<file path="src/aic_defines.svh">
// Constants for the auxiliary input control block.
// Assumes inclusion by the package and the design modules.
`ifndef AIC_DEFINES_SVH
`define AIC_DEFINES_SVH
`define AIC_NUM_PORTS 6
`define AIC_SETTLE_W 10
`define AIC_CODE_W 14
`define AIC_RESULT_W 16
`define AIC_BIAS_AUTO0 2'h0
`define AIC_BIAS_AUTO1 2'h1
`define AIC_BIAS_OFF 2'h2
`define AIC_BIAS_ON 2'h3
`define AIC_TICK_NS 6000
`define AIC_CLK_NS 4
`define AIC_TICK_CYCLES (`AIC_TICK_NS / `AIC_CLK_NS)
`define AIC_TICK_W 11
`define AIC_CODE_FULL 14'h3FFF
`define AIC_ZERO_RESULT 16'h0000
`endif

</file>
<file path="src/aic_pkg.sv">
// Types shared by the auxiliary input control block.
// Assumes aic_defines.svh is on the include path.
`include "aic_defines.svh"
package aic_pkg;
  typedef enum logic [1:0] {AIC_IDLE, AIC_PRE, AIC_RUN} aic_state_e;
  typedef struct packed {
    logic [`AIC_NUM_PORTS-1:0] measure_enable;
    logic [`AIC_NUM_PORTS-1:0] reference_select;
    logic [`AIC_NUM_PORTS-1:0] gpio_select;
    logic i2c_pins_select;
    logic [1:0] bias_output_mode;
    logic [`AIC_SETTLE_W-1:0] aux_settle_count;
  } aic_cfg_s;
  typedef struct packed {
    logic [`AIC_TICK_W-1:0] cnt_q;
    logic tick_q;
  } aic_tick_s;
endpackage : aic_pkg

</file>
<file path="src/aic_tick_gen.sv">
// Free running 6 us tick generator.
// Assumes a 250 MHz core clock and a synchronous reset.
`timescale 1ns/1ps
`include "aic_defines.svh"
module aic_tick_gen (
  input wire logic CORE_CLK,
  input wire logic SYS_RST,
  output logic TICK
);
  aic_pkg::aic_tick_s s_q;
  aic_pkg::aic_tick_s s_d;
  localparam logic [`AIC_TICK_W-1:0] LAST = `AIC_TICK_W'(`AIC_TICK_CYCLES - 1);
  always_comb begin
    s_d = s_q;
    s_d.tick_q = 1'b0;
    if (s_q.cnt_q == LAST) begin
      s_d.cnt_q = '0;
      s_d.tick_q = 1'b1;
    end else begin
      s_d.cnt_q = s_q.cnt_q + `AIC_TICK_W'(1);
    end
  end
  always_ff @(posedge CORE_CLK) begin
    if (SYS_RST) begin
      s_q <= '0;
    end else begin
      s_q <= s_d;
    end
  end
  assign TICK = s_q.tick_q;
endmodule : aic_tick_gen

</file>
<file path="src/aic_aux_ctrl.sv">
// Auxiliary input control: bias output, settling delay, results, protection, pin muxing.
// Assumes configuration arrives as plain ports written by the host link logic,
// and that the analog front end reports conversions and overvoltage events.
//
// Functional notes
// - bias codes 00/01 acquisition, 10 off, 11 on.
// - settling delay is count times 6 us per measured port.
// - non-deterministic scans settle alongside first scan.
// - deterministic scans settle before acquisition begins.
// - oversampled 14-bit value stored per channel.
// - result in bits 15:2, low bits zero.
// - at or above reference saturates full scale.
// - mixed references allowed, per-type thresholds selected.
// - overvoltage opens input, sets alert; rewrite clears.
// - summary alert is OR of six alerts.
// - gpio select overrides measure; else gpio tristated.
// - i2c select maps pins 0,1 to SDA,SCL.
// - i2c mode zeroes results 0 and 1.
`timescale 1ns/1ps
`include "aic_defines.svh"
module aic_aux_ctrl (
  input wire logic CORE_CLK,
  input wire logic SYS_RST,
  input wire aic_pkg::aic_cfg_s CFG,
  input wire logic CFG_WRITE,
  input wire logic DETERMINISTIC,
  input wire logic ACQ_START,
  input wire logic ACQ_END,
  input wire logic FIRST_SCAN_DONE,
  input wire logic CONV_VALID,
  input wire logic [2:0] CONV_CHANNEL,
  input wire logic [`AIC_CODE_W:0] CONV_CODE,
  input wire logic [`AIC_NUM_PORTS-1:0] OVERVOLT,
  output logic BIAS_OUTPUT_PIN,
  output logic SETTLE_DONE,
  output logic ACQ_GO,
  output logic AUX_CONV_START,
  output logic [`AIC_NUM_PORTS-1:0] AUX_PATH_OPEN,
  output logic [`AIC_NUM_PORTS-1:0] AUX_MEASURE_ACTIVE,
  output logic [`AIC_NUM_PORTS-1:0] USE_ABSOLUTE_THRESH,
  output logic [`AIC_NUM_PORTS-1:0] GPIO_DRIVER_EN,
  output logic I2C_ENABLE,
  output logic [`AIC_NUM_PORTS-1:0] AUX_PROTECT_ALERT,
  output logic AUX_PROTECT_ALERT_ANY,
  output logic [6*`AIC_RESULT_W-1:0] AUX_RESULT_REGISTER
);

  // ****************************************
  // Functions and state
  // ****************************************

  // Clamps the front-end code to full scale and packs it into the result word.
  function automatic logic [`AIC_RESULT_W-1:0] pack_result(input logic [`AIC_CODE_W:0] code);
    logic [`AIC_CODE_W-1:0] sat;
    sat = code[`AIC_CODE_W] ? `AIC_CODE_FULL : code[`AIC_CODE_W-1:0];
    pack_result = {sat, 2'b00};
  endfunction : pack_result

  // Whole state of the block; every output is read from the registered copy.
  typedef struct packed {
    aic_pkg::aic_state_e st;
    logic [`AIC_SETTLE_W+2:0] remain;
    logic pre_done;
    logic scan_seen;
    logic settle_done;
    logic acq_go;
    logic conv_start;
    logic bias;
    logic [`AIC_NUM_PORTS-1:0] alert;
    logic alert_any;
    logic [`AIC_NUM_PORTS-1:0] open_path;
    logic [`AIC_NUM_PORTS-1:0] active;
    logic [`AIC_NUM_PORTS-1:0] absolute;
    logic [`AIC_NUM_PORTS-1:0] gpio_drv;
    logic i2c;
    logic [5:0][`AIC_RESULT_W-1:0] result;
  } st_s;

  st_s s_q;
  st_s s_d;
  logic tick;
  logic [`AIC_NUM_PORTS-1:0] aux_sel;
  logic [2:0] n_en;

  // One free-running tick paces the settling counter.
  aic_tick_gen aic_tick_gen_i (
    .CORE_CLK(CORE_CLK),
    .SYS_RST(SYS_RST),
    .TICK(tick)
  );

  // ****************************************
  // Next-state logic
  // ****************************************

  always_comb begin
    s_d = s_q;
    s_d.acq_go = 1'b0;
    s_d.conv_start = 1'b0;
    // A port is measured only when it is neither a GPIO nor an I2C pin.
    aux_sel = CFG.measure_enable & ~CFG.gpio_select;
    if (CFG.i2c_pins_select) begin
      aux_sel[1:0] = 2'b00;
    end
    // The settling delay scales with the number of measured ports.
    n_en = 3'h0;
    for (int i = 0; i < `AIC_NUM_PORTS; i++) begin
      n_en = n_en + 3'(aux_sel[i]);
    end
    s_d.active = aux_sel;
    s_d.gpio_drv = CFG.gpio_select;
    s_d.i2c = CFG.i2c_pins_select;
    if (CFG.i2c_pins_select) begin
      s_d.gpio_drv[1:0] = 2'b00;
    end
    s_d.absolute = CFG.reference_select;

    // Non-deterministic acquisitions start at once and let the delay run alongside
    // the first scan; deterministic ones hold in the pre-settle state until it ends.
    unique case (s_q.st)
      aic_pkg::AIC_IDLE: begin
        if (ACQ_START) begin
          // Total delay is the count times the number of measured ports.
          s_d.remain = 13'(CFG.aux_settle_count) * 13'(n_en);
          s_d.settle_done = (CFG.aux_settle_count == '0) || (n_en == 3'h0);
          s_d.pre_done = 1'b0;
          s_d.scan_seen = 1'b0;
          if (DETERMINISTIC) begin
            s_d.st = aic_pkg::AIC_PRE;
          end else begin
            s_d.st = aic_pkg::AIC_RUN;
            s_d.acq_go = 1'b1;
          end
        end
      end
      aic_pkg::AIC_PRE: begin
        if (s_q.settle_done) begin
          s_d.st = aic_pkg::AIC_RUN;
          s_d.acq_go = 1'b1;
        end
      end
      aic_pkg::AIC_RUN: begin
        // The first scan may finish long before the delay does, so it is remembered.
        if (FIRST_SCAN_DONE) begin
          s_d.scan_seen = 1'b1;
        end
        if ((FIRST_SCAN_DONE || s_q.scan_seen) && s_q.settle_done && !s_q.pre_done) begin
          s_d.pre_done = 1'b1;
          s_d.conv_start = 1'b1;
        end
        if (ACQ_END) begin
          s_d.st = aic_pkg::AIC_IDLE;
          s_d.settle_done = 1'b0;
        end
      end
    endcase
    // A tick on the cycle that ends the acquisition is ignored, so the done flag
    // cannot rise while idle.
    if (s_q.st != aic_pkg::AIC_IDLE && s_d.st != aic_pkg::AIC_IDLE &&
        !s_q.settle_done && tick) begin
      if (s_q.remain <= 13'h0001) begin
        s_d.remain = '0;
        s_d.settle_done = 1'b1;
      end else begin
        s_d.remain = s_q.remain - 13'h0001;
      end
    end

    // Automatic bias follows the next state, so the pin rises with the request.
    unique case (CFG.bias_output_mode)
      `AIC_BIAS_AUTO0, `AIC_BIAS_AUTO1: s_d.bias = (s_d.st != aic_pkg::AIC_IDLE);
      `AIC_BIAS_OFF: s_d.bias = 1'b0;
      `AIC_BIAS_ON: s_d.bias = 1'b1;
    endcase
    // A rewrite of the pin configuration clears the alerts, but an overvoltage in
    // the same cycle wins, so a fault is never lost.
    if (CFG_WRITE) begin
      s_d.alert = '0;
      s_d.open_path = '0;
    end
    s_d.alert = s_d.alert | (OVERVOLT & aux_sel);
    s_d.open_path = s_d.open_path | (OVERVOLT & aux_sel);
    s_d.alert_any = |s_d.alert;
    // Results carry the saturated code; channel numbers above five are dropped.
    if (CONV_VALID && CONV_CHANNEL < 3'(`AIC_NUM_PORTS)) begin
      s_d.result[CONV_CHANNEL] = pack_result(CONV_CODE);
    end
    if (CFG.i2c_pins_select) begin
      s_d.result[0] = `AIC_ZERO_RESULT;
      s_d.result[1] = `AIC_ZERO_RESULT;
    end
  end

  // Synchronous reset returns every field to zero, the idle state included.
  always_ff @(posedge CORE_CLK) begin
    if (SYS_RST) begin
      s_q <= '0;
      s_q.st <= aic_pkg::AIC_IDLE;
    end else begin
      s_q <= s_d;
    end
  end

  // ****************************************
  // Outputs
  // ****************************************

  assign BIAS_OUTPUT_PIN = s_q.bias;
  assign SETTLE_DONE = s_q.settle_done;
  assign ACQ_GO = s_q.acq_go;
  assign AUX_CONV_START = s_q.conv_start;
  assign AUX_PATH_OPEN = s_q.open_path;
  assign AUX_MEASURE_ACTIVE = s_q.active;
  assign USE_ABSOLUTE_THRESH = s_q.absolute;
  assign GPIO_DRIVER_EN = s_q.gpio_drv;
  assign I2C_ENABLE = s_q.i2c;
  assign AUX_PROTECT_ALERT = s_q.alert;
  assign AUX_PROTECT_ALERT_ANY = s_q.alert_any;
  assign AUX_RESULT_REGISTER = s_q.result;
endmodule : aic_aux_ctrl

</file>
<file path="config.mk">
export PLATFORM = sky130hd
export DESIGN_NAME = aic_aux_ctrl
export DESIGN_NICKNAME = d
export VERILOG_FILES = /design/src/aic_pkg.sv /design/src/aic_tick_gen.sv /design/src/aic_aux_ctrl.sv
export VERILOG_INCLUDE_DIRS = /design/src
export SDC_FILE = /design/constraint.sdc
export NUM_CORES = 1
export LEC_CHECK = 0
export CORE_MARGIN = 2
export CORE_UTILIZATION = 59
export DETAILED_ROUTE_END_ITERATION = 12
export DONT_BUFFER_PORTS = 1
export GPL_TIMING_DRIVEN = 0
export PLACE_DENSITY_LB_ADDON = 0.08
export REMOVE_ABC_BUFFERS = 1
export SYNTH_ARGS = -nofsm -noshare
export SYNTH_HDL_FRONTEND = slang
export SYNTH_HIERARCHICAL = 1
export SYNTH_SLANG_ARGS = --single-unit
</file>
<file path="constraint.sdc">
create_clock -name CORE_CLK -period 12.9 [get_ports CORE_CLK]
set_clock_uncertainty 0.2 [all_clocks]
set_input_delay 2.58 -clock CORE_CLK [delete_from_list [all_inputs] [get_ports CORE_CLK]]
set_output_delay 2.58 -clock CORE_CLK [all_outputs]
set_load 0.02 [all_outputs]
</file>
==> metrics.md, run 1 <==
| Metric | Value |
|---|---|
| Hold endpoint | AUX_CONV_START |
| GPL Wtd Cong | 0.792 |
| Die footprint | around 0.014 sq mm |
| Worst-path fanout max | 11 |
| Asr flop ratio synth | 0% |
| Startpoint types | primary input |
| Critical path's most frequent cell | fa_1 |
| Ys Warns | 6 |
| IO buf count | 0 |
| Worst r2r dst | s_q[140] |
| Vias | ~5.3k |
| Hpwl dp | roughly 11 mm |
| Path depth of the worst reg2reg path | 8 |
| Req. time, crit path | between 10,000 and 15,000 ps |
| Vias per cell | approximately 5.7 |
| Initial antenna violation count | 0 |
| Nets | around 840 |
| R2r setup slk | between 9000 and 10,000 ps |
| Commonest non-fill, non-tap cell in the layout | dfxtp_1 |
| Hold depth | 1 |
| Clock root cell | clkbuf_16 |
| CP Cell Sequence | nor3b_1 > fa_1 > inv_1 > fa_1 > inv_1 > ha_1 > fa_1 > nand2_1 > fa_1 > inv_1 > ha_1 > fa_1 > a21o_1 > o2bb2ai_1 > o41ai_1 > xnor2_1 > nand2_1 > a21oi_1 |
| Final hold viol count | 0 |
| ANT nets after route | 0 |
| Die height | 116 microns |
| Tot Pwr | roughly 0.0012 W |
| Worst-margin pin slew | between 1000 and 1500 ps |
| Setup-failing EPs final | 0 |
| Most frequent cells in the layout | 149 x dfxtp_1, 143 x nor2_1, 87 x a211oi_1 |
| Die W | 116 microns |
| Area share of the leading cell type in the synthesized netlist | 40.0% |
| Slowest CP cell | fa_1 |
| Worst hold path class | reg -> reg |
| Critical setup path kind | in -> reg |
| GR Overflow Total | 0 |
| RSZ-0062 raised after global routing | no |
| P&R area growth vs syn | -1.65% |
| Max Buffers Root-to-Sink | 2 |
| Synthesized area per cell | 8.56 sq um |
| Worst path max stage delay | approximately 730 ps |
| Layout cells sized above 1 | under 10% |
| I/O Pins | 195 |
| Register area share after synthesis | approximately two fifths |
| Overall routed net length | 15.6 mm |
| Max VDD drop | around 0.083 mV |
| Arr. time, crit path | roughly 7400 ps |
| Number of DRC markers in iteration 0 | a little under 400 |
| Yosys cell types | 57 |
| P_leak | about 2.7 nW |
| Post-synth EDFFs | 0 |
| Fin util | 58.8% |
| WL per Instance | 16.8 microns |
| Cell taking the most area after synthesis | dfxtp_1 |
| Worst Setup End Kind | flip-flop |
| Post-CTS Repair Setup Buffers | 0 |
| Core Region | around 0.012 sq mm |
| PD cells | about 160 mW/mm^2 |
| Tcrit/Tclk final | between 50% and 60% |
| Hold-fix buffers, CTS | 0 |
| Ant. Diodes | 0 |
| R2r startpoint | s_q[147] |
| Largest net degree at the start of global routing | 110 |
| Slew Viols, Final | 0 |
| Final instance area | around 0.0073 sq mm |
| Overall routing resource usage | 22.3% |
| Max Clk Rate | ~0.14 GHz |
| Post-route setup TNS | 0 ps |
| Vias in the first global route | roughly 4.8k |
| Ranking of synthesized cells by area | dfxtp_1 40%, buf_4 13%, a211oi_1 8.8% |
| First-pass GRT wire length | roughly 24 mm |
| TritonRoute pass-1 iters | 5 |
| Clock slew seen by the registers of the worst setup and hold paths | around 60 ps |
| Final worst slack | roughly 5600 ps |
| Row cnt | about 40 |
| TritonCTS clock tree | yes |
| Cts repair resizes | 0 |
| Max-Cap Viols | 0 |
| CTS Sinks | roughly 150 |
| Worst skew pair latency | approximately 400 ps |
| Main flop type after synthesis | dfxtp_1 |
| Slew headroom | between 30% and 40% |
| H-tree depth | 4 |
| FF+latch count, synth | between 100 and 150 |
| Post-layout min period | 7290 ps |
| Cell Area, Synth | 0.00745 sq mm |
| # DRC | 0 |
| Post-Syn Instances | 870 |
| TritonCTS buffer count | 17 |
| Pre-CTS WS | between 5000 and 6000 ps |
| Status | complete, no violations |
| Post-DP Area | 0.00674 sq mm |
| Worst Hold Launch | s_q[133] |
| Initial Util | about three fifths |
[synth_stat cells, drive strengths merged, types with 2 or more instances]
cell	count
a211oi	87
or2	3
inv	32
fa	12
nor2	147
nand3b	3
or3	3
and2	7
nor3b	2
nor4	8
a21o	3
xor2	6
o41ai	2
o31ai	6
or4	6
nor3	12
a22oi	3
dfxtp	149
a31oi	7
a21oi	37
xnor2	6
o21ai	19
o311ai	4
nand4	4
nand2	52
nand2b	16
nor2b	21
nand3	10
clkbuf	33
o211ai	3
buf	132
ha	20
[worst max path at each step]
| stage | start | cells after the start | to | slack [ps] |
|---|---|---|---|---|
| 6_report | CFG[13] | 18 | s_q[144] | 5610 |
| 3_3_place_gp | CFG[13] | 18 | s_q[144] | 5340 |
| 5_1_grt | CFG[13] | 18 | s_q[140] | 5380 |
| 4_1_cts | CFG[13] | 18 | s_q[144] | 5630 |
| 2_1_floorplan | CFG[28] | 18 | s_q[144] | 5820 |
| 3_5_place_dp | CFG[13] | 18 | s_q[144] | 5270 |
[worst max-delay path: cells and delay by family]
family / cells / cell delay, ps
xor gates and xnor gates: 1 / 170
adders and majority gates: 7 / 2830
and+or+nand+nor: 3 / 860
AOI/OAI and AO/OA: 4 / 850
buffers and inverters: 3 / 140
[flip-flops by register name, summed over array words and instances, names as in the netlist, 6 cells and up]
name	cells
AUX_MEASURE_ACTIVE	6
AUX_PATH_OPEN	6
AUX_PROTECT_ALERT	6
AUX_RESULT_REGISTER	84
GPIO_DRIVER_EN	6
USE_ABSOLUTE_THRESH	6
aic_tick_gen_i/s_q	11
s_q	17
[cell type report]
class	instances	area (sq um)
fill	1158	5140
multi-input combinational	535	3310
sequential	149	2980
clock buffer	20	467
tap	172	215
inverter	32	120
clock inverter	12	119
timing repair buffer	8	118
[through the flow]
stage | hold WS [ps] | std cells
after CTS | 275 | 928
after global placement | 242 | 888
after detailed placement | 266 | 896
after global routing | 301 | 928
after floorplan | 223 | 716
final | 262 | 928
[routing by layer]
layer | wire length [microns] | part of all wire [%] | vias to the layer above | GRT usage, %
met3 | 1290 | 8.3 | 23 | 7.11
met1 | 6600 | 42 | 2433 | 27.4
li1 | - | - | 2596 | -
met2 | 7440 | 48 | 200 | 36.4
met4 | 308 | 2.0 | 0 | 9.29
met5 | 0 | 0 | - | 0
[power by group]
group          switching, W  internal, W  leakage, nW
registers         0.0000305     0.000479         1.21
clock network      0.000195     0.000284        0.285
logic              0.000104    0.0000640         1.23
total              0.000329     0.000827         2.73
[logic make-up after synthesis]
family                   count (synthesis)  synth area share, %
buffers and inverters                  197                 16.4
multiplexers                             1                0.134
adder cells (fa/ha/maj)                 32                 6.58
XOR/XNOR                                12                 1.41
other                                    1               0.0503
flip-flops                             149                 40.0
AND/OR/NAND/NOR                        297                 18.7
AO/OA/AOI/OAI                          181                 16.7
Note: power is estimated with default switching activity, not from simulation.
==> run 2, diff against run 1 <==
- ABC_AREA: default -> 1
- clock period: 12.9 -> 7.4 ns (I/O delays scaled with it)
==> run 2 against run 1 <==
Compared with the run above:
- first-iteration DRC count decreased by 15%
- clock power up 71%
- cell area is 3.9% higher
- worst setup slack worse by 4000 ps
- die area increased by 6.2%
- sequential power up 75%
- combinational power up 70%
- area after synthesis rose by 6.4%
- worst hold slack gained 7.6 ps
- sequential share of layout area is 1.5 points lower
- critical path type unchanged
- largest cell class unchanged
==> metrics.md, run 2 <==
| Metric | Value |
|---|---|
| Worst path max stage delay | 740 ps (was 730 ps) |
| Max Buffers Root-to-Sink | 2 (unchanged) |
| Final hold viol count | 0 (unchanged) |
| Critical setup path kind | in -> reg (unchanged) |
| Slowest CP cell | fa_1 (unchanged) |
| Combinational power share | 14.3% (was 14.5%) |
| Max FFs per register | 84 (unchanged) |
| Post-CTS Repair Setup Buffers | 0 (unchanged) |
| Asr flop ratio synth | 0% (unchanged) |
| Clock slew seen by the registers of the worst setup and hold paths | 60 ps (about the same) |
| Most frequent cells in the layout | 203 x nor2_1, 163 x nand2_1, 149 x dfxtp_1 (was 149 x dfxtp_1, 143 x nor2_1, 87 x a211oi_1) |
| Post-layout min period | between 5000 and 6000 ps |
| Slew headroom | 17.4% (was 30.3%) |
| Startpoint types | primary input (unchanged) |
| Req. time, crit path | 7500 ps (was 13,050 ps) |
| Synthesized area per cell | 7.29 sq um (was 8.56 sq um) |
| Row cnt | 42 (was 41) |
| FF+latch count, synth | 149 (unchanged) |
| Top sig layer | met4 (unchanged) |
| Number of DRC markers in iteration 0 | 335 (was 392) |
| ANT nets after route | 0 (unchanged) |
| Clock root cell | clkbuf_16 (unchanged) |
| Tcrit/Tclk final | about four fifths |
| Routed wl met3 | 1.25 mm (was 1.29 mm) |
| CTS Sinks | 149 (unchanged) |
| Pint | 0.00138 W (was 0.000827 W) |
| Reg power frac | 44.6% (was 44.1%) |
| Ranking of synthesized cells by area | dfxtp_1 38%, buf_4 12%, nor2_1 9.6% (was dfxtp_1 40%, buf_4 13%, a211oi_1 8.8%) |
| Worst skew pair latency | 420 ps (was 410 ps) |
| Largest net degree at the start of global routing | 63 (was 110) |
| Hold-fix buffers, CTS | 0 (unchanged) |
| WL per Instance | 14.6 microns (was 16.8 microns) |
| Initial Util | 60.1% (was 59.8%) |
| I/O Pins | 195 (unchanged) |
| IO buf count | 0 (unchanged) |
| Hpwl dp | 12.2 mm (was 11.1 mm) |
| Register area share after synthesis | 37.6% (was 40.0%) |
| TritonCTS buffer count | 17 (unchanged) |
| TritonRoute pass-1 iters | 7 (was 5) |
| Nets | 1,044 (was 838) |
| First-pass GRT wire length | 26.6 mm (was 23.8 mm) |
| CP Cell Sequence | inv_1 > nand3_1 > inv_1 > fa_1 > inv_1 > fa_1 > inv_1 > ha_1 > fa_1 > nand2_1 > fa_1 > inv_1 > ha_1 > fa_1 > inv_1 > o21ai_0 > nand2_1 > nand2_1 > nand2_1 > nand2_1 > o21ai_0 > a21oi_1 (was nor3b_1 > fa_1 > inv_1 > fa_1 > inv_1 > ha_1 > fa_1 > nand2_1 > fa_1 > inv_1 > ha_1 > fa_1 > a21o_1 > o2bb2ai_1 > o41ai_1 > xnor2_1 > nand2_1 > a21oi_1) |
| Worst Setup End Kind | flip-flop (unchanged) |
| Main flop type after synthesis | dfxtp_1 (unchanged) |
| Cts repair resizes | 0 (unchanged) |
| Sw frac | 30.8% (was 28.4%) |
| Overall routing resource usage | 23.2% (was 22.3%) |
| Arr. time, crit path | 5910 ps (was 7440 ps) |
| Die W | 120 microns (was 116 microns) |
| PD cells | 262 mW/mm^2 (was 158 mW/mm^2) |
| M1 WL | 7.16 mm (was 6.60 mm) |
| Worst Path Buf+Inv | 6 (was 3) |
| Die height | 120 microns (was 116 microns) |
| Worst hold path class | reg -> reg (unchanged) |
| Synth cell count leaders | 203 x nor2_1, 163 x nand2_1, 149 x dfxtp_1 (was 149 x dfxtp_1, 147 x nor2_1, 128 x buf_4) |
| Critical path's most frequent cell | inv_1 (was fa_1) |
| GPL Wtd Cong | 0.815 (was 0.792) |
| Status | complete, no violations (unchanged) |
| Die footprint | 0.0144 sq mm (was 0.0135 sq mm) |
| Overall routed net length | 16.6 mm (was 15.6 mm) |
| Layout cells sized above 1 | 7.48% (was 7.80%) |
| Worst-path fanout max | 11 (unchanged) |
| # DRC | 0 (unchanged) |
| Core Region | 0.0132 sq mm (was 0.0125 sq mm) |
| Post-synth EDFFs | 0 (unchanged) |
| Commonest non-fill, non-tap cell in the layout | nor2_1 (was dfxtp_1) |
| Vias per cell | 5.09 (was 5.66) |
| Yosys cell types | 39 (was 57) |
| Max VDD drop | 0.160 mV (was 0.0829 mV) |
| Initial antenna violation count | 0 (unchanged) |
| Most frequent cell after synthesis | nor2_1 (was dfxtp_1) |
| P_leak | 3.46 nW (was 2.73 nW) |
| Post-Syn Instances | 1,088 (was 870) |
| Switching pwr | 0.000614 W (was 0.000329 W) |
| Worst-margin pin slew | 1230 ps (was 1030 ps) |
| Max-Cap Viols | 0 (unchanged) |
| H-tree depth | 4 (unchanged) |
| Metal2 WL | 8.06 mm (was 7.44 mm) |
| Vias in the first global route | 5,258 (was 4,815) |
| Vias | 5,798 (was 5,252) |
| Post-route setup TNS | 0 ps (unchanged) |
| RSZ-0062 raised after global routing | no (unchanged) |
| CP top delay family | adder cells (unchanged) |
| GR Overflow Total | 0 (unchanged) |
| Slew Viols, Final | 0 (unchanged) |
| TritonCTS clock tree | yes (unchanged) |
| P&R area growth vs syn | -3.98% (was -1.65%) |
| Cell Area, Synth | 0.00793 sq mm (was 0.00745 sq mm) |
| Area share of the leading cell type in the synthesized netlist | 37.6% (was 40.0%) |
| Ys Warns | 6 (unchanged) |
| Setup-failing EPs final | 0 (unchanged) |
| Max Clk Rate | approximately 0.17 GHz |
| Clock power share | 41.1% (was 41.4%) |
| Fin util | 57.7% (was 58.8%) |
| Ant. Diodes | 0 (unchanged) |
| Cell taking the most area after synthesis | dfxtp_1 (unchanged) |
run 2: changes by cell type in the layout (fill, tap and decap cells not counted), moves of 8 or more:
cell	delta
a211oi_1	-87
a21oi_1	+32
inv_1	+58
nand2_1	+111
nand2b_1	-16
nand3_1	+19
nor2_1	+60
nor2b_1	-21
nor4_1	-8
o21ai_0	+77
or2_2	+9
run 2: path summary, 6_finish.rpt:
check / startpoint / endpoint / slack [ps] / depth (start not counted)
min reg2reg: aic_tick_gen_i/s_q[1] / aic_tick_gen_i/s_q[1] / 270 / 1
max reg2reg: s_q[147] / s_q[142] / 5190 / 12
max: CFG[12] / s_q[146] / 1590 / 22
min: aic_tick_gen_i/s_q[1] / aic_tick_gen_i/s_q[1] / 270 / 1
run 2: final cells by class:
class                           count  area, sq um
Fill cell                        1315         5580
Multi-Input combinational cell    679         3450
Sequential cell                   149         2980
Clock buffer                       17          425
Inverter                          101          384
Tap cell                          176          220
Clock inverter                     15          134
Timing Repair Buffer                1         20.0
run 2: power groups by stage:
stage | Clock, W | Sequential, W | Combinational [W]
floorplan | 0 | 0.000899 | 0.000227
global placement | 0 | 0.000908 | 0.000284
detailed placement | 0 | 0.000908 | 0.000288
CTS | 0.000830 | 0.000890 | 0.000289
global route | 0.000866 | 0.000894 | 0.000329
finish | 0.000819 | 0.000890 | 0.000286
run 2: per-layer routing:
layer  up-vias  global-route usage, %
met3        13                   9.17
li1       3010                      -
met5         -                      0
met2       150                   38.9
met4         0                   5.51
met1      2625                   28.0
run 2: kinds of logic (layout without fill, tap and decap cells):
group / Yosys count / after routing / synth area share [%]
DFF: 149 / 149 / 37.6
buffers and inverters: 271 / 134 / 19.4
other: 1 / 12 / 0.0473
and+or+nand+nor: 441 / 441 / 23.4
xor gates and xnor gates: 12 / 12 / 1.33
AOI/OAI and AO/OA: 182 / 182 / 12.0
adders and majority gates: 32 / 32 / 6.19
run 2: worst reg2reg max path, stage by stage, from the launching register on:
cell and delay (ps):
dfxtp_1 350, inv_1 100, ha_1 350, nand2_1 70
inv_1 60, nand2_4 80, nand2_4 60, o21bai_4 320
nand2_4 210, o21ai_0 200, inv_1 50, nand2_1 50
inv_1 30
run 2: metrics by stage:
step / cells / hold WS (ps) / total power [W] / worst slack, ps / area (sq um)
after detailed placement: 1106 / 256 / 0.00120 / 1160 / 7050
after floorplan: 929 / 233 / 0.00113 / 1700 / 6810
final: 1138 / 270 / 0.00199 / 1590 / 7610
after global placement: 1105 / 249 / 0.00119 / 1150 / 7030
after global routing: 1138 / 293 / 0.00209 / 1350 / 7610
after CTS: 1138 / 271 / 0.00201 / 1590 / 7610
==> run 3, diff against run 2 <==
- ABC_AREA: 1 -> 0
- clock period: 7.4 -> 6 ns (I/O delays scaled with it)
==> run 3 against run 2 <==
Compared with the run above:
- core utilization is 1.1 points higher
- sequential power is 24% higher
- highest routed layer unchanged
- die area is 5.8% lower
- via count is 9.2% lower
==> metrics.md, run 3 (synthesis results as in run 1) <==
| Metric | Value |
|---|---|
| Overall routing resource usage | 22.3% (was 23.2%) |
| Pint | 0.00178 W (was 0.00138 W) |
| Overall routed net length | 15.6 mm (was 16.6 mm) |
| Tcrit/Tclk final | ~95% |
| CTS Sinks | 149 (unchanged) |
| Footprint of the multi-input gates | 0.00331 sq mm (was 0.00345 sq mm) |
| Die height | 116 microns (was 120 microns) |
| Most frequent cells in the layout | 149 x dfxtp_1, 143 x nor2_1, 87 x a211oi_1 (was 203 x nor2_1, 163 x nand2_1, 149 x dfxtp_1) |
| TritonRoute pass-1 iters | 5 (was 7) |
| Max VDD drop | 0.178 mV (was 0.160 mV) |
| Max Clk Rate | about 0.18 GHz |
| Post-route setup TNS | 0 ps (unchanged) |
| Max-Cap Viols | 0 (unchanged) |
| CP startpoint | CFG[28] (was CFG[12]) |
| Setup-failing EPs final | 0 (unchanged) |
| Final instance area | 0.00733 sq mm (was 0.00761 sq mm) |
| Worst skew pair latency | 410 ps (was 420 ps) |
| Critical setup path kind | in -> reg (unchanged) |
| Row cnt | 41 (was 42) |
| # DRC | 0 (unchanged) |
| Pre-CTS WS | -247 ps (was 1160 ps) |
| Clock root cell | clkbuf_16 (unchanged) |
| Clock power share | 41.4% (was 41.1%) |
| Clock slew seen by the registers of the worst setup and hold paths | 60 ps (about the same) |
| P_leak | 2.73 nW (was 3.46 nW) |
| Ant. Diodes | 0 (unchanged) |
| GR Overflow Total | 0 (unchanged) |
| Non-filler instance count after layout | 928 (was 1,138) |
| PD cells | 339 mW/mm^2 (was 262 mW/mm^2) |
| Die footprint | 0.0135 sq mm (was 0.0144 sq mm) |
| Crit path capture | s_q[144] (was s_q[146]) |
| GPL Wtd Cong | 0.792 (was 0.815) |
| Slew headroom | 30.2% (was 17.4%) |
| Combinational power share | 14.5% (was 14.3%) |
| Startpoint types | primary input (unchanged) |
| Number of DRC markers in iteration 0 | 362 (was 335) |
| Post-DP Area | 0.00674 sq mm (was 0.00705 sq mm) |
| Worst hold path class | reg -> reg (unchanged) |
| Inst Count DP | 896 (was 1,106) |
| Worst Setup End Kind | flip-flop (unchanged) |
| Register area | 0.00298 sq mm (unchanged) |
| Layout cells sized above 1 | 7.94% (was 7.48%) |
| Max Buffers Root-to-Sink | 2 (unchanged) |
| H-tree depth | 4 (unchanged) |
| R2r startpoint | s_q[147] (unchanged) |
| Max FFs per register | 84 (unchanged) |
| Worst-margin pin slew | 1040 ps (was 1230 ps) |
| Vias | 5,262 (was 5,798) |
| IO buf count | 0 (unchanged) |
| Vias per cell | 5.67 (was 5.09) |
| Core Region | 0.0125 sq mm (was 0.0132 sq mm) |
| Status | complete, no violations (unchanged) |
| Worst r2r dst | s_q[140] (was s_q[142]) |
| TritonCTS clock tree | yes (unchanged) |
| Worst Hold Launch | s_q[133] (was aic_tick_gen_i/s_q[1]) |
| Final hold viol count | 0 (unchanged) |
| Reg power frac | 44.1% (was 44.6%) |
| ANT nets after route | 0 (unchanged) |
| Nets | 838 (was 1,044) |
| I/O Pins | 195 (unchanged) |
| P&R area growth vs syn | -1.58% (was -3.98%) |
| Post-CTS Repair Setup Buffers | 0 (unchanged) |
| TritonCTS buffer count | 17 (unchanged) |
| FILL cells | 1,157 (was 1,315) |
| Initial Util | 59.8% (was 60.1%) |
| Path depth of the worst reg2reg path | 8 (was 12) |
| Vias in the first global route | 4,815 (was 5,258) |
| Sw frac | 28.4% (was 30.8%) |
| Commonest non-fill, non-tap cell in the layout | dfxtp_1 (was nor2_1) |
| WL per Instance | 16.8 microns (was 14.6 microns) |
| RSZ-0062 raised after global routing | no (unchanged) |
| R2r setup slk | 2830 ps (was 5190 ps) |
| Post-layout min period | 5670 ps |
| Req. time, crit path | 6150 ps (was 7500 ps) |
| Switching pwr | 0.000707 W (was 0.000614 W) |
| Hold-fix buffers, CTS | 0 (unchanged) |
| Die W | 116 microns (was 120 microns) |
| Hpwl dp | 11.1 mm (was 12.2 mm) |
| First-pass GRT wire length | 23.8 mm (was 26.6 mm) |
| Arr. time, crit path | 5820 ps (was 5910 ps) |
| Largest net degree at the start of global routing | 110 (was 63) |
| Final worst slack | 327 ps (was 1590 ps) |
| Worst-path fanout max | 11 (unchanged) |
| Initial antenna violation count | 0 (unchanged) |
| Slew Viols, Final | 0 (unchanged) |
run 3: cell types whose count changed in the layout (fill, tap and decap cells not counted), moves of 32 or more:
| cell | change |
|---|---|
| a211oi_1 | +87 |
| nor2_1 | -60 |
| o21ai_0 | -77 |
| nand2_1 | -111 |
| inv_1 | -58 |
| a21oi_1 | -32 |
run 3: power by group through the flow:
stage | clock, W | combinational [W] | sequential (W)
after detailed placement | 0 | 0.000354 | 0.00112
final | 0.00103 | 0.000361 | 0.00110
after floorplan | 0 | 0.000281 | 0.00111
after global placement | 0 | 0.000340 | 0.00112
after global routing | 0.00110 | 0.000407 | 0.00110
after CTS | 0.00105 | 0.000358 | 0.00110
run 3: area by class of cell:
| class | count | share of cell area [%] |
|---|---|---|
| clock buffer | 20 | 6.36 |
| clock inverter | 12 | 1.62 |
| inverter | 32 | 1.64 |
| multi-input combinational | 535 | 45.2 |
| sequential | 149 | 40.7 |
| tap | 172 | 2.93 |
| timing repair buffer | 8 | 1.60 |
run 3: worst min path at each step:
stage,end,slack (ps),cells after the start
final,AUX_CONV_START,260,1
after global routing,AUX_CONV_START,300,1
after CTS,AUX_CONV_START,280,1
after detailed placement,AUX_CONV_START,270,1
after global placement,AUX_CONV_START,240,1
after floorplan,AUX_CONV_START,220,1
run 3: metal layers:
| metal | up-vias | wire length (microns) | global-route usage (%) |
|---|---|---|---|
| met5 | - | 0 | 0 |
| met4 | 0 | 312 | 9.29 |
| met3 | 23 | 1290 | 7.11 |
| met2 | 199 | 7440 | 36.4 |
| met1 | 2446 | 6570 | 27.4 |
| li1 | 2594 | - | - |
run 3: stage by stage:
step                      hold slack [ps]  utilization [%]  total power [W]
after global routing                  301             58.8          0.00260
final                                 262             58.8          0.00249
after detailed placement              266             54.1          0.00147
after floorplan                       223                -          0.00139
after CTS                             275             58.8          0.00250
after global placement                242             53.0          0.00146
run 3: repair_timing:
item / in CTS / in global routing
setup endpoints to repair: 0 / 3
gates resized for setup: 0 / 1
endpoints found under the hold margin: 0 / 0
run 3: worst max-delay path: stages:
cell	delay [ps]
nor2b_1	160
fa_1	550
inv_1	50
fa_1	480
inv_1	40
ha_1	180
fa_1	720
nand2_1	130
fa_1	530
inv_1	50
ha_1	220
fa_1	400
a21o_1	210
o2bb2ai_1	160
o41ai_1	330
xnor2_1	170
nand2_1	70
a21oi_1	160
